$ cat src/include/phy_page_defs.svh
// Purpose: constants for the paged extension registers of a cable PHY
// Assumes: APB word per register, byte address = 4 x register index
// Notes:   Overview list below is kept in step with the tags in rtl/
//
// Overview of operation
// page-select value 7 maps the vendor-dependent control page into window
// page-select value 1 maps the identification page into the window
// identification page returns read-only compliance byte 01h
// read-only 24-bit vendor OUI over three bytes, MSB at index 1010b
// read-only 24-bit product identifier, MSB at index 1101b
// flag set with acceleration: only packets over 8 bits clear requests
// flag clear: any non-acknowledge packet clears fair and priority requests
// null-packet flag resets to 0 and survives bus resets
// link speed codes 00 S100, 01 S200, 10 S400, 11 illegal
// link speed is copied into the self-ID speed subfield
// speed signalled to peer PHYs during self-ID is always S400
// hard reset sets link speed to 10b; bus reset leaves it
// writing 1 to soft hard reset bit forces a full hard reset
// soft hard reset bit always reads back as 0
// power-class straps give default power class of self-ID bits 21-23
// straps load after hard reset; later register 4 writes override
// writes to identification or test bits change nothing documented
`ifndef PHY_PAGE_DEFS_SVH
`define PHY_PAGE_DEFS_SVH

// register indices (byte address is index times four)
`define PG_IDX_PWR     4'h4
`define PG_IDX_ACCEL   4'h5
`define PG_IDX_PAGE    4'h7
`define PG_IDX_CTRL    4'h8
`define PG_IDX_COMPL   4'h8
`define PG_IDX_OUI     4'ha
`define PG_IDX_PROD    4'hd
`define PG_IDX_HRST    4'he

// page-select values
`define PG_PAGE_IDENT  3'h1
`define PG_PAGE_VENDOR 3'h7

// field positions inside the byte
`define PG_NULL_BIT    3'h7
`define PG_HRST_BIT    3'h7
`define PG_ACCEL_BIT   3'h0

// reset and fixed values
`define PG_NULL_RST    1'h0
`define PG_LSPD_RST    2'h2
`define PG_LSPD_ILL    2'h3
`define PG_PAGE_RST    3'h0
`define PG_COMPL_VAL   8'h01
`define PG_PEER_S400   3'h2
`define PG_ACK_BITS    8'h08

`endif

$ cat src/include/phy_page_pkg.sv
// Purpose: shared types of the paged register block
// Assumes: constants live in phy_page_defs.svh
// Notes:   one-hot codes are written out for the bus state machine
package phy_page_pkg;

	typedef enum logic [2:0] {
		st_idle  = 3'h1,
		st_fetch = 3'h2,
		st_resp  = 3'h4
	} apb_state_t;

	typedef enum logic [1:0] {
		spd_s100 = 2'h0,
		spd_s200 = 2'h1,
		spd_s400 = 2'h2
	} link_speed_t;

endpackage

$ cat src/rtl/ident_rom.sv
// Purpose: identification page contents with registered read data
// Assumes: addr is the low three bits of the register index
// Notes:   identity values are parameters so a product can set them
`timescale 1ns/100ps
`include "phy_page_defs.svh"

module ident_rom #(
	parameter logic [23:0] VENDOR_OUI = 24'h5a_c3e1, // arbitrary
	parameter logic [23:0] PRODUCT_IDENT_BYTES = 24'h3c_0a71  // arbitrary
) (
	input  wire logic       clk,
	input  wire logic       rst_n,
	input  wire logic       ce,
	input  wire logic [2:0] addr,
	output logic      [7:0] data_q
);

	logic [7:0] data_d;

	// index 1001b is reserved and reads zero
	always_comb
	begin
		case (addr)
			3'h0:    data_d = `PG_COMPL_VAL;
			3'h2:    data_d = VENDOR_OUI[23:16];
			3'h3:    data_d = VENDOR_OUI[15:8];
			3'h4:    data_d = VENDOR_OUI[7:0];
			3'h5:    data_d = PRODUCT_IDENT_BYTES[23:16];
			3'h6:    data_d = PRODUCT_IDENT_BYTES[15:8];
			3'h7:    data_d = PRODUCT_IDENT_BYTES[7:0];
			default: data_d = 8'h00;
		endcase
	end

	always_ff @(posedge clk or negedge rst_n)
	begin
		if (!rst_n)
			data_q <= 8'h00;
		else if (ce)
			data_q <= data_d;
	end

endmodule

$ cat src/rtl/phy_vendor_page_registers.sv
// Purpose: paged extension registers of a two-port cable PHY over APB
// Assumes: packet length and request events come from arbitration logic
// Notes:   two wait states on every access; unmapped words give pslverr
`timescale 1ns/100ps
`include "phy_page_defs.svh"

module phy_vendor_page_registers
	import phy_page_pkg::*;
#(
	parameter logic [23:0] VENDOR_OUI = 24'h5a_c3e1, // arbitrary
	parameter logic [23:0] PRODUCT_IDENT_BYTES = 24'h3c_0a71  // arbitrary
) (
	input  wire logic        clk,
	input  wire logic        rst_n,
	input  wire logic        ce,
	input  wire logic        psel,
	input  wire logic        penable,
	input  wire logic        pwrite,
	input  wire logic [7:0]  paddr,
	input  wire logic [31:0] pwdata,
	output logic      [31:0] prdata,
	output logic             pready,
	output logic             pslverr,
	input  wire logic [2:0]  power_class_straps,
	input  wire logic        rx_pkt_done,
	input  wire logic [7:0]  rx_pkt_bits,
	input  wire logic        fair_req_set,
	input  wire logic        pri_req_set,
	output logic             fair_req_pending_q,
	output logic             pri_req_pending_q,
	output logic      [1:0]  selfid_speed_subfield_q,
	output logic      [2:0]  selfid_pwr_class_q,
	output logic      [2:0]  peer_speed_q,
	output logic             phy_hard_reset_q
);

	apb_state_t  state_q;
	logic [2:0]  page_q;
	logic [2:0]  pwr_class_q;
	logic        accel_q;
	logic        null_packet_action_flag_q;
	link_speed_t link_speed_q;
	logic        strap_load_q;
	logic [7:0]  rom_q;
	logic [7:0]  rd_byte;
	logic [3:0]  idx;
	logic        aligned;
	logic        mapped;
	logic        access;
	logic        wr_done;
	logic        pg_ident;
	logic        pg_vendor;
	logic        hrst_hit;
	logic        req_clear;

	// decode is purely from the held request, which stays stable
	assign idx       = paddr[5:2];
	assign aligned   = (paddr[1:0] == 2'h0) && (paddr[7:6] == 2'h0);
	assign mapped    = aligned && (idx[3] || idx == `PG_IDX_PWR ||
	                   idx == `PG_IDX_ACCEL || idx == `PG_IDX_PAGE);
	assign access    = psel && penable;
	assign wr_done   = (state_q == st_resp) && access && pwrite && mapped;
	assign pg_ident  = (page_q == `PG_PAGE_IDENT);
	assign pg_vendor = (page_q == `PG_PAGE_VENDOR);
	assign hrst_hit  = wr_done && pg_vendor && idx == `PG_IDX_HRST &&
	                   pwdata[`PG_HRST_BIT];

	ident_rom #(
		.VENDOR_OUI (VENDOR_OUI),
		.PRODUCT_IDENT_BYTES (PRODUCT_IDENT_BYTES)
	) ident_rom_i (
		.clk    (clk),
		.rst_n  (rst_n),
		.ce     (ce),
		.addr   (idx[2:0]),
		.data_q (rom_q)
	);

	// read mux; the window shows nothing for pages not built here
	always_comb
	begin
		rd_byte = 8'h00;
		if (idx[3])
		begin
			if (pg_ident)
				rd_byte = rom_q;
			else if (pg_vendor && idx == `PG_IDX_CTRL)
			begin
				rd_byte[`PG_NULL_BIT] = null_packet_action_flag_q;
				rd_byte[1:0]         = link_speed_q;
			end
			// soft hard reset and test bytes read zero
		end
		else if (idx == `PG_IDX_PWR)
			rd_byte[2:0] = pwr_class_q;
		else if (idx == `PG_IDX_ACCEL)
			rd_byte[`PG_ACCEL_BIT] = accel_q;
		else if (idx == `PG_IDX_PAGE)
			rd_byte[2:0] = page_q;
	end

	// bus state machine; the extra fetch cycle lets the rom settle
	always_ff @(posedge clk or negedge rst_n)
	begin
		if (!rst_n)
		begin
			state_q <= st_idle;
			prdata  <= 32'h0000_0000;
			pready  <= 1'b0;
			pslverr <= 1'b0;
		end
		else if (ce)
		begin
			case (state_q)
				st_idle:
				begin
					pready  <= 1'b0;
					pslverr <= 1'b0;
					if (access)
						state_q <= st_fetch;
				end
				st_fetch:
				begin
					prdata  <= (pwrite || !mapped) ? 32'h0000_0000
					           : {24'h00_0000, rd_byte};
					pslverr <= !mapped;
					pready  <= 1'b1;
					state_q <= st_resp;
				end
				st_resp:
				begin
					pready  <= 1'b0;
					pslverr <= 1'b0;
					state_q <= st_idle;
				end
				default:
				begin
					pready  <= 1'b0;
					pslverr <= 1'b0;
					state_q <= st_idle;
				end
			endcase
		end
	end

	// soft hard reset pulse, also used as the internal hard reset
	always_ff @(posedge clk or negedge rst_n)
	begin
		if (!rst_n)
			phy_hard_reset_q <= 1'b0;
		else if (ce)
			phy_hard_reset_q <= hrst_hit;
	end

	// page select and plain control bytes
	always_ff @(posedge clk or negedge rst_n)
	begin
		if (!rst_n)
		begin
			page_q  <= `PG_PAGE_RST;
			accel_q <= 1'b0;
		end
		else if (ce)
		begin
			if (phy_hard_reset_q)
			begin
				page_q  <= `PG_PAGE_RST;
				accel_q <= 1'b0;
			end
			else if (wr_done && idx == `PG_IDX_PAGE)
				page_q <= pwdata[2:0];
			else if (wr_done && idx == `PG_IDX_ACCEL)
				accel_q <= pwdata[`PG_ACCEL_BIT];
		end
	end

	// vendor control byte; bus reset has no path in here
	always_ff @(posedge clk or negedge rst_n)
	begin
		if (!rst_n)
		begin
			null_packet_action_flag_q <= `PG_NULL_RST;
			link_speed_q              <= link_speed_t'(`PG_LSPD_RST);
		end
		else if (ce)
		begin
			if (phy_hard_reset_q)
			begin
				null_packet_action_flag_q <= `PG_NULL_RST;
				link_speed_q <= link_speed_t'(`PG_LSPD_RST);
			end
			else if (wr_done && pg_vendor && idx == `PG_IDX_CTRL)
			begin
				null_packet_action_flag_q <= pwdata[`PG_NULL_BIT];
				// the illegal code is refused, field keeps its value
				if (pwdata[1:0] != `PG_LSPD_ILL)
					link_speed_q <= link_speed_t'(pwdata[1:0]);
			end
		end
	end

	// straps are caught a cycle after either reset, never under it
	always_ff @(posedge clk or negedge rst_n)
	begin
		if (!rst_n)
		begin
			strap_load_q <= 1'b1;
			pwr_class_q  <= 3'h0;
		end
		else if (ce)
		begin
			strap_load_q <= phy_hard_reset_q;
			if (wr_done && idx == `PG_IDX_PWR)
				pwr_class_q <= pwdata[2:0];
			else if (strap_load_q)
				pwr_class_q <= power_class_straps;
		end
	end

	// an 8-bit packet is an acknowledge and never clears
	always_comb
	begin
		if (null_packet_action_flag_q && accel_q)
			req_clear = rx_pkt_done && rx_pkt_bits > `PG_ACK_BITS;
		else
			req_clear = rx_pkt_done && rx_pkt_bits != `PG_ACK_BITS;
	end

	// a new request in the clearing cycle stays pending
	always_ff @(posedge clk or negedge rst_n)
	begin
		if (!rst_n)
		begin
			fair_req_pending_q <= 1'b0;
			pri_req_pending_q  <= 1'b0;
		end
		else if (ce)
		begin
			if (phy_hard_reset_q)
			begin
				fair_req_pending_q <= 1'b0;
				pri_req_pending_q  <= 1'b0;
			end
			else
			begin
				fair_req_pending_q <= fair_req_set ||
				                      (fair_req_pending_q && !req_clear);
				pri_req_pending_q  <= pri_req_set ||
				                      (pri_req_pending_q && !req_clear);
			end
		end
	end

	// self-ID fields follow the registers one cycle later
	always_ff @(posedge clk or negedge rst_n)
	begin
		if (!rst_n)
		begin
			selfid_speed_subfield_q <= `PG_LSPD_RST;
			selfid_pwr_class_q      <= 3'h0;
			peer_speed_q            <= `PG_PEER_S400;
		end
		else if (ce)
		begin
			selfid_speed_subfield_q <= link_speed_q;
			selfid_pwr_class_q      <= pwr_class_q;
			peer_speed_q            <= `PG_PEER_S400;
		end
	end
endmodule

$ cat config.mk
export PLATFORM = sky130hd
export DESIGN_NAME = phy_vendor_page_registers
export DESIGN_NICKNAME = d
export VERILOG_FILES = /design/src/include/phy_page_pkg.sv /design/src/rtl/ident_rom.sv /design/src/rtl/phy_vendor_page_registers.sv
export VERILOG_INCLUDE_DIRS = /design/src /design/src/include
export SDC_FILE = /design/constraint.sdc
export NUM_CORES = 1
export LEC_CHECK = 0
export ABC_AREA = 0
export BUFFER_PORTS_ARGS = -buffer_cell sky130_fd_sc_hd__buf_2
export CAP_MARGIN = 30
export CORE_MARGIN = 3
export CORE_UTILIZATION = 47
export CTS_CLUSTER_SIZE = 24
export DETAILED_ROUTE_END_ITERATION = 7
export GPL_ROUTABILITY_DRIVEN = 1
export PLACE_DENSITY = 0.86
export SYNTH_ARGS = -nofsm -noshare
export SYNTH_HDL_FRONTEND = slang
export SYNTH_SLANG_ARGS = --single-unit
$ cat constraint.sdc
create_clock -name clk -period 2.4 [get_ports clk]
set_clock_uncertainty 0.1 [all_clocks]
set_input_delay 0.48 -clock clk [delete_from_list [all_inputs] [get_ports clk]]
set_output_delay 0.48 -clock clk [all_outputs]
set_load 0.005 [all_outputs]
After elaboration in Yosys (flattened, before gate mapping)
Index checks and enable logic that the tools add are counted.
{"block": "totals", "word_cells": 111, "out_inout_bits": 45, "in_bits": 60, "ff_bits": 64}
{"block": "op_classes", "n_reduce_logical": 42, "mux": 32, "eq_ne": 20, "order_cmp": 1}
{"cell": "$pmux W8 S7", "count": 1}
{"cell": "$mux W3", "count": 8}
{"cell": "$logic_and A1 B1 Y1", "count": 19}
{"cell": "$eq A3 B3 Y1 const B", "count": 6}
{"cell": "$mux W1", "count": 13}
{"cell": "$eq A4 B3 Y1 const B", "count": 3}
{"cell": "$mux W2", "count": 6}
{"cell": "$mux W5", "count": 2}
{"cell": "$reduce_and A2 Y1", "count": 5}
{"cell": "$reduce_bool A2 Y1", "count": 5}
{"cell": "$eq A3 B2 Y1 const B", "count": 3}
{"cell": "$eq A4 B4 Y1 const B", "count": 2}
{"cell": "$gt A8 B4 Y1 const B", "count": 1}
{"cell": "$mux W8", "count": 1}
{"cell": "$ne A8 B4 Y1 const B", "count": 1}
{"cell": "$eq A3 B1 Y1 const B", "count": 2}
{"cell": "$logic_or A1 B1 Y1", "count": 6}
{"cell": "$ne A2 B2 Y1 const B", "count": 3}
{"cell": "$pmux W3 S2", "count": 1}
{"cell": "$reduce_and A3 Y1", "count": 2}
{"cell": "$logic_not A2 Y1", "count": 2}
{"cell": "$logic_not A3 Y1", "count": 1}
{"cell": "$logic_not A1 Y1", "count": 2}

Longest topological paths before layout
{"block": "logic_depth", "depth_word": 10, "ltp_mapped": 7, "ltp_nobuf": 6}

Modules after synthesis
Synthesis repeated with hierarchy kept, for this count alone.
{"block": "hier_totals", "cells_unflattened": 245, "hier_area_um2": 2418.6}
{"module": "phy_vendor_page_registers", "cells_each": 204, "seq_area_each_um2": 805.8, "area_per_inst_um2": 1981.9, "instances": 1}
{"module": "ident_rom", "cells_each": 41, "seq_area_each_um2": 200.2, "area_per_inst_um2": 436.7, "instances": 1}

Worst setup path before layout
OpenSTA, ideal clock, no wires.
{"block": "synth_path", "path_type": "input -> register", "start": "in paddr[3]", "end": "reg accel_q", "path_buffers": 1, "arrival_ns": 1.893, "required_ns": 2.171, "setup_time_ns": 0.129, "stages": 7, "path_slack_ns": 0.277, "path_cell_list": "inv_1 -> ha_1 -> clkbuf_1 -> or4bb_1 -> nor4_1 -> mux2i_1 -> o2bb2ai_1"}
{"block": "synth_between", "elab_chain_len": 9, "word_cells_on_any_way": 13, "cone_classes": "eq/ne (4); reduce/logical (9)"}
{"element": "start, declared", "line": "phy_vendor_page_registers.sv:19", "source": "input wire logic [7:0] paddr,"}
{"element": "$eq A4 B3 Y1 (no source line)"}
{"element": "$logic_or A1 B1 Y1 (no source line) (3 in series)"}
{"element": "$logic_and A1 B1 Y1", "line": "phy_vendor_page_registers.sv:59", "source": "assign mapped = aligned && (idx[3] || idx == `PG_IDX_PWR ||"}
{"element": "$logic_and A1 B1 Y1", "line": "phy_vendor_page_registers.sv:62", "source": "assign wr_done = (state_q == st_resp) && access && pwrite && mapped;"}
{"element": "$logic_and A1 B1 Y1 (no source line)"}
{"element": "$ne A2 B2 Y1 (no source line) or $reduce_bool A2 Y1 (tied branches)"}
{"element": "$reduce_and A3 Y1 (no source line) *"}
{"element": "end signal, assigned", "line": "phy_vendor_page_registers.sv:173", "source": "accel_q <= pwdata[`PG_ACCEL_BIT];"}
{"element": "end, declared", "line": "phy_vendor_page_registers.sv:40", "source": "logic accel_q;"}
Mark *: on every way between the ends. The rest lies on a longest branch, timed or not.
A chain may end at the register's enable or synchronous reset.

Worst setup path after layout
{"block": "layout_path", "start": "reg state_q[0]", "end": "reg page_q[0]"}
{"block": "layout_between", "elab_chain_len": 7}
{"element": "start, declared", "line": "phy_vendor_page_registers.sv:37", "source": "apb_state_t state_q;"}
{"element": "start signal, assigned", "line": "phy_vendor_page_registers.sv:107", "source": "state_q <= st_idle;"}
{"element": "start signal, assigned", "line": "phy_vendor_page_registers.sv:120", "source": "state_q <= st_fetch;"}
{"element": "start signal, assigned", "line": "phy_vendor_page_registers.sv:128", "source": "state_q <= st_resp;"}
{"element": "$eq A3 B3 Y1", "line": "phy_vendor_page_registers.sv:62"}
{"element": "$logic_and A1 B1 Y1 (3 in series)", "line": "phy_vendor_page_registers.sv:62"}
{"element": "$logic_and A1 B1 Y1 (no source line)"}
{"element": "$reduce_bool A2 Y1 (no source line)"}
{"element": "$reduce_and A2 Y1 (no source line)"}
{"element": "end signal, assigned", "line": "phy_vendor_page_registers.sv:160", "source": "page_q <= `PG_PAGE_RST;"}
{"element": "end signal, assigned", "line": "phy_vendor_page_registers.sv:167", "source": "page_q <= `PG_PAGE_RST;"}
{"element": "end signal, assigned", "line": "phy_vendor_page_registers.sv:171", "source": "page_q <= pwdata[2:0];"}
{"element": "end, declared", "line": "phy_vendor_page_registers.sv:38", "source": "logic [2:0] page_q;"}
Every way passes these cells.

==> results.py <==
metrics = {
    "clocking": {
        "cts_resized": 0,
        "clk_pin_slew_ps": 80,
        "clk_latency_ps": 290,
        "cts-root-buf": "clkbuf_8",
        "hold_buffers": 0,
        "cts_tree": "yes",
        "clock_path_buffers": 2,
        "cts_sinks": 40,
        "cts_made_buffers": 5,
        "cts_max_level": 2,
        "post_cts_buffers": 0,
    },
    "detailed_routing": {
        "drc": 0,
        "route.vias.total": 1935,
        "antenna_left": 0,
        "via_per_inst": 5.42,
        "firstDrtPassIters": 4,
        "post_drt_wl_per_cell_um": 14.4,
        "drt_iter0_drc": 178,
        "wl_mm": 5.13,
    },
    "worst_setup_path": {
        "r2r_cells": 4,
        "start_kind": "register",
        "arrival_ps": 2030,
        "worstReg2RegEnd": "page_q[0]",
        "required_ps": 2470,
        "path_class": "reg -> reg",
        "r2r_slack_ps": 440,
        "end_kind": "register",
        "path_max_fanout": 6,
        "timing.rr.start": "state_q[0]",
    },
    "placement": {
        "dp.cells": 349,
        "place_hpwl_mm": 3.78,
        "place.port_buffers": 49,
        "place_ws_ps": 185,
        "globalplace.congestion": 0.901,
    },
    "synth": {
        "syn_area_sq_um": 2320,
        "yosysWarnings": 0,
        "syn-instance-count": 242,
        "synth_ff_type": "dfrtp_1",
        "synth-seq-cells": 40,
        "syn_avg_cell_area_sq_um": 9.61,
        "ys_seq_area_share_pct": 43.3,
        "ys_async_sr_fraction_pct": 100,
        "yosysUniqueCellTypes": 50,
        "synth_edf_count": 0,
    },
    "final_layout": {
        "ff_latch_area_sq_um": 1010,
        "area_growth_pct": 14.1,
        "mostFrequentLayoutCell": "buf_2",
        "diodes": 0,
        "multi_input_area_sq_um": 1100,
        "drive_gt1_share_pct": 28.4,
        "fillers": 416,
        "fin_nets": 355,
        "final_cells": 357,
        "final_cell_mix": "49 x buf_2, 36 x dfrtp_1, 27 x conb_1",
    },
    "pwr": {
        "p_total_w": 0.00150,
        "vdd_drop_max_uv": 308,
        "cellPowerDensity_nw_per_um2": 567,
        "power_leakage_nw": 1.26,
    },
    "floorplanning": {
        "io_pins": 105,
        "die_h_um": 76.3,
        "die_w_um": 76.3,
        "initial_core_util_pct": 50.9,
        "dieArea_sq_um": 5830,
        "core_sq_um": 4560,
        "rows": 24,
    },
    "timing": {
        "setup_tns_ps": 0,
        "whs_ps": 205,
        "min_period_over_period_pct": 81.6,
        "rsz0062_at_grt": "false",
        "setup_viol": 0,
        "worst_slack_ps": 441,
        "slew_viol_final": 0,
        "worstMarginPinSlew_ps": 876,
        "fmax_mhz": 510,
        "fin_crit_ps": 1960,
        "slew_headroom_pct": 41.6,
        "hold_viol": 0,
    },
    "global_routing": {
        "grt_pass1_vias": 1768,
        "grt_overflow": 0,
        "grt_first_pass_wirelength_mm": 8.51,
        "grt_util_all_layers_pct": 17.8,
        "antenna_found_initial": 0,
        "grt_max_degree": 41,
    },
    "worst_hold_path": {
        "min_path_type": "in -> async",
    },
    "flow_run": {
        "maxCapViolCount": 0,
    },
    "run_status": {
        "status": "completed",
    },
}
==> sequential cells by signal (all words and copies together), names as in the netlist <==
signal and count:
accel_q 1, fair_req_pending_q 1, page_q 3, ident_rom_i.data_q 8, prdata 8, selfid_pwr_class_q 3
selfid_speed_subfield_q 2, null_packet_action_flag_q 1, state_q 3, pri_req_pending_q 1, pwr_class_q 3, pready 1
strap_load_q 1, pslverr 1, phy_hard_reset_q 1, link_speed_q 2
==> power by group <==
group | switching, W | total, W | leakage (nW) | internal (W)
clock network | 0.000231 | 0.000539 | 0.0552 | 0.000309
logic | 0.000114 | 0.000207 | 0.718 | 0.0000935
registers | 0.0000345 | 0.000758 | 0.487 | 0.000724
total | 0.000379 | 0.00150 | 1.26 | 0.00113
==> how the worst max path moves through the flow <==
stage | endpoint | slack, ps | start
6_report | page_q[0] | 440 | state_q[0]
5_1_grt | page_q[0] | 370 | state_q[0]
4_1_cts | page_q[0] | 440 | state_q[0]
3_5_place_dp | accel_q | 180 | paddr[3]
3_3_place_gp | pwr_class_q[2] | 210 | paddr[5]
2_1_floorplan | accel_q | 280 | paddr[3]
==> Yosys cell counts, drive strengths merged, types with 2 or more instances <==
master	instances	share of area [%]
a31o	2	0.75
dfrtp	36	39
o2bb2ai	6	2.3
nand2	20	3.2
a221oi	2	0.75
nand3	7	1.5
buf	29	9.4
nand4	2	0.54
nor2	16	2.6
nor3	3	0.86
or4	3	1.1
a31oi	3	0.81
or3	4	1.1
clkbuf	11	1.8
a21oi	11	2.4
o31ai	3	0.97
or4bb	2	0.97
ha	4	2.2
a22o	4	1.5
nand3b	3	0.97
mux2	7	3.4
o211a	3	1.3
mux2i	4	1.7
o211ai	3	0.97
inv	13	2.1
o21ai	11	2.4
conb	2	0.32
nor4	6	2.5
nor3b	4	1.3
dfstp	4	4.5
==> through the flow <==
step / utilization [%] / cell area, sq um
after floorplan: - / 2420
after global placement: 55.8 / 2540
after detailed placement: 55.8 / 2540
after CTS: 58.1 / 2650
after global routing: 58.1 / 2650
final: 58.1 / 2650
==> critical path, stage by stage, from the launching register on <==
cell	delay [ps]
dfstp_2	400
or4bb_1	590
nor4_4	390
nor3b_1	90
a221o_1	270
==> cell type report <==
| class | count | share of cell area [%] |
|---|---|---|
| inverter | 13 | 1.84 |
| sequential | 40 | 37.9 |
| clock inverter | 2 | 1.32 |
| tap | 65 | 3.07 |
| clock buffer | 6 | 2.74 |
| timing repair buffer | 57 | 11.5 |
| multi-input combinational | 174 | 41.6 |
==> kinds of logic after synthesis <==
kind of cell	synth area share, %
adder cells (fa/ha/maj)	2.15
AO/OA/AOI/OAI	16.6
buffers and inverters	13.3
flip-flops	43.3
multiplexers	5.11
AND/OR/NAND/NOR	19.3
other	0.323
==> layer usage <==
layer,vias up,track usage (%),wire length [um]
met2,87,27.8,2420
li1,924,-,-
met5,-,0,0
met1,920,24.6,2230
met3,4,4.02,437
met4,0,5.80,37
Power figures use the tool's default switching activity.
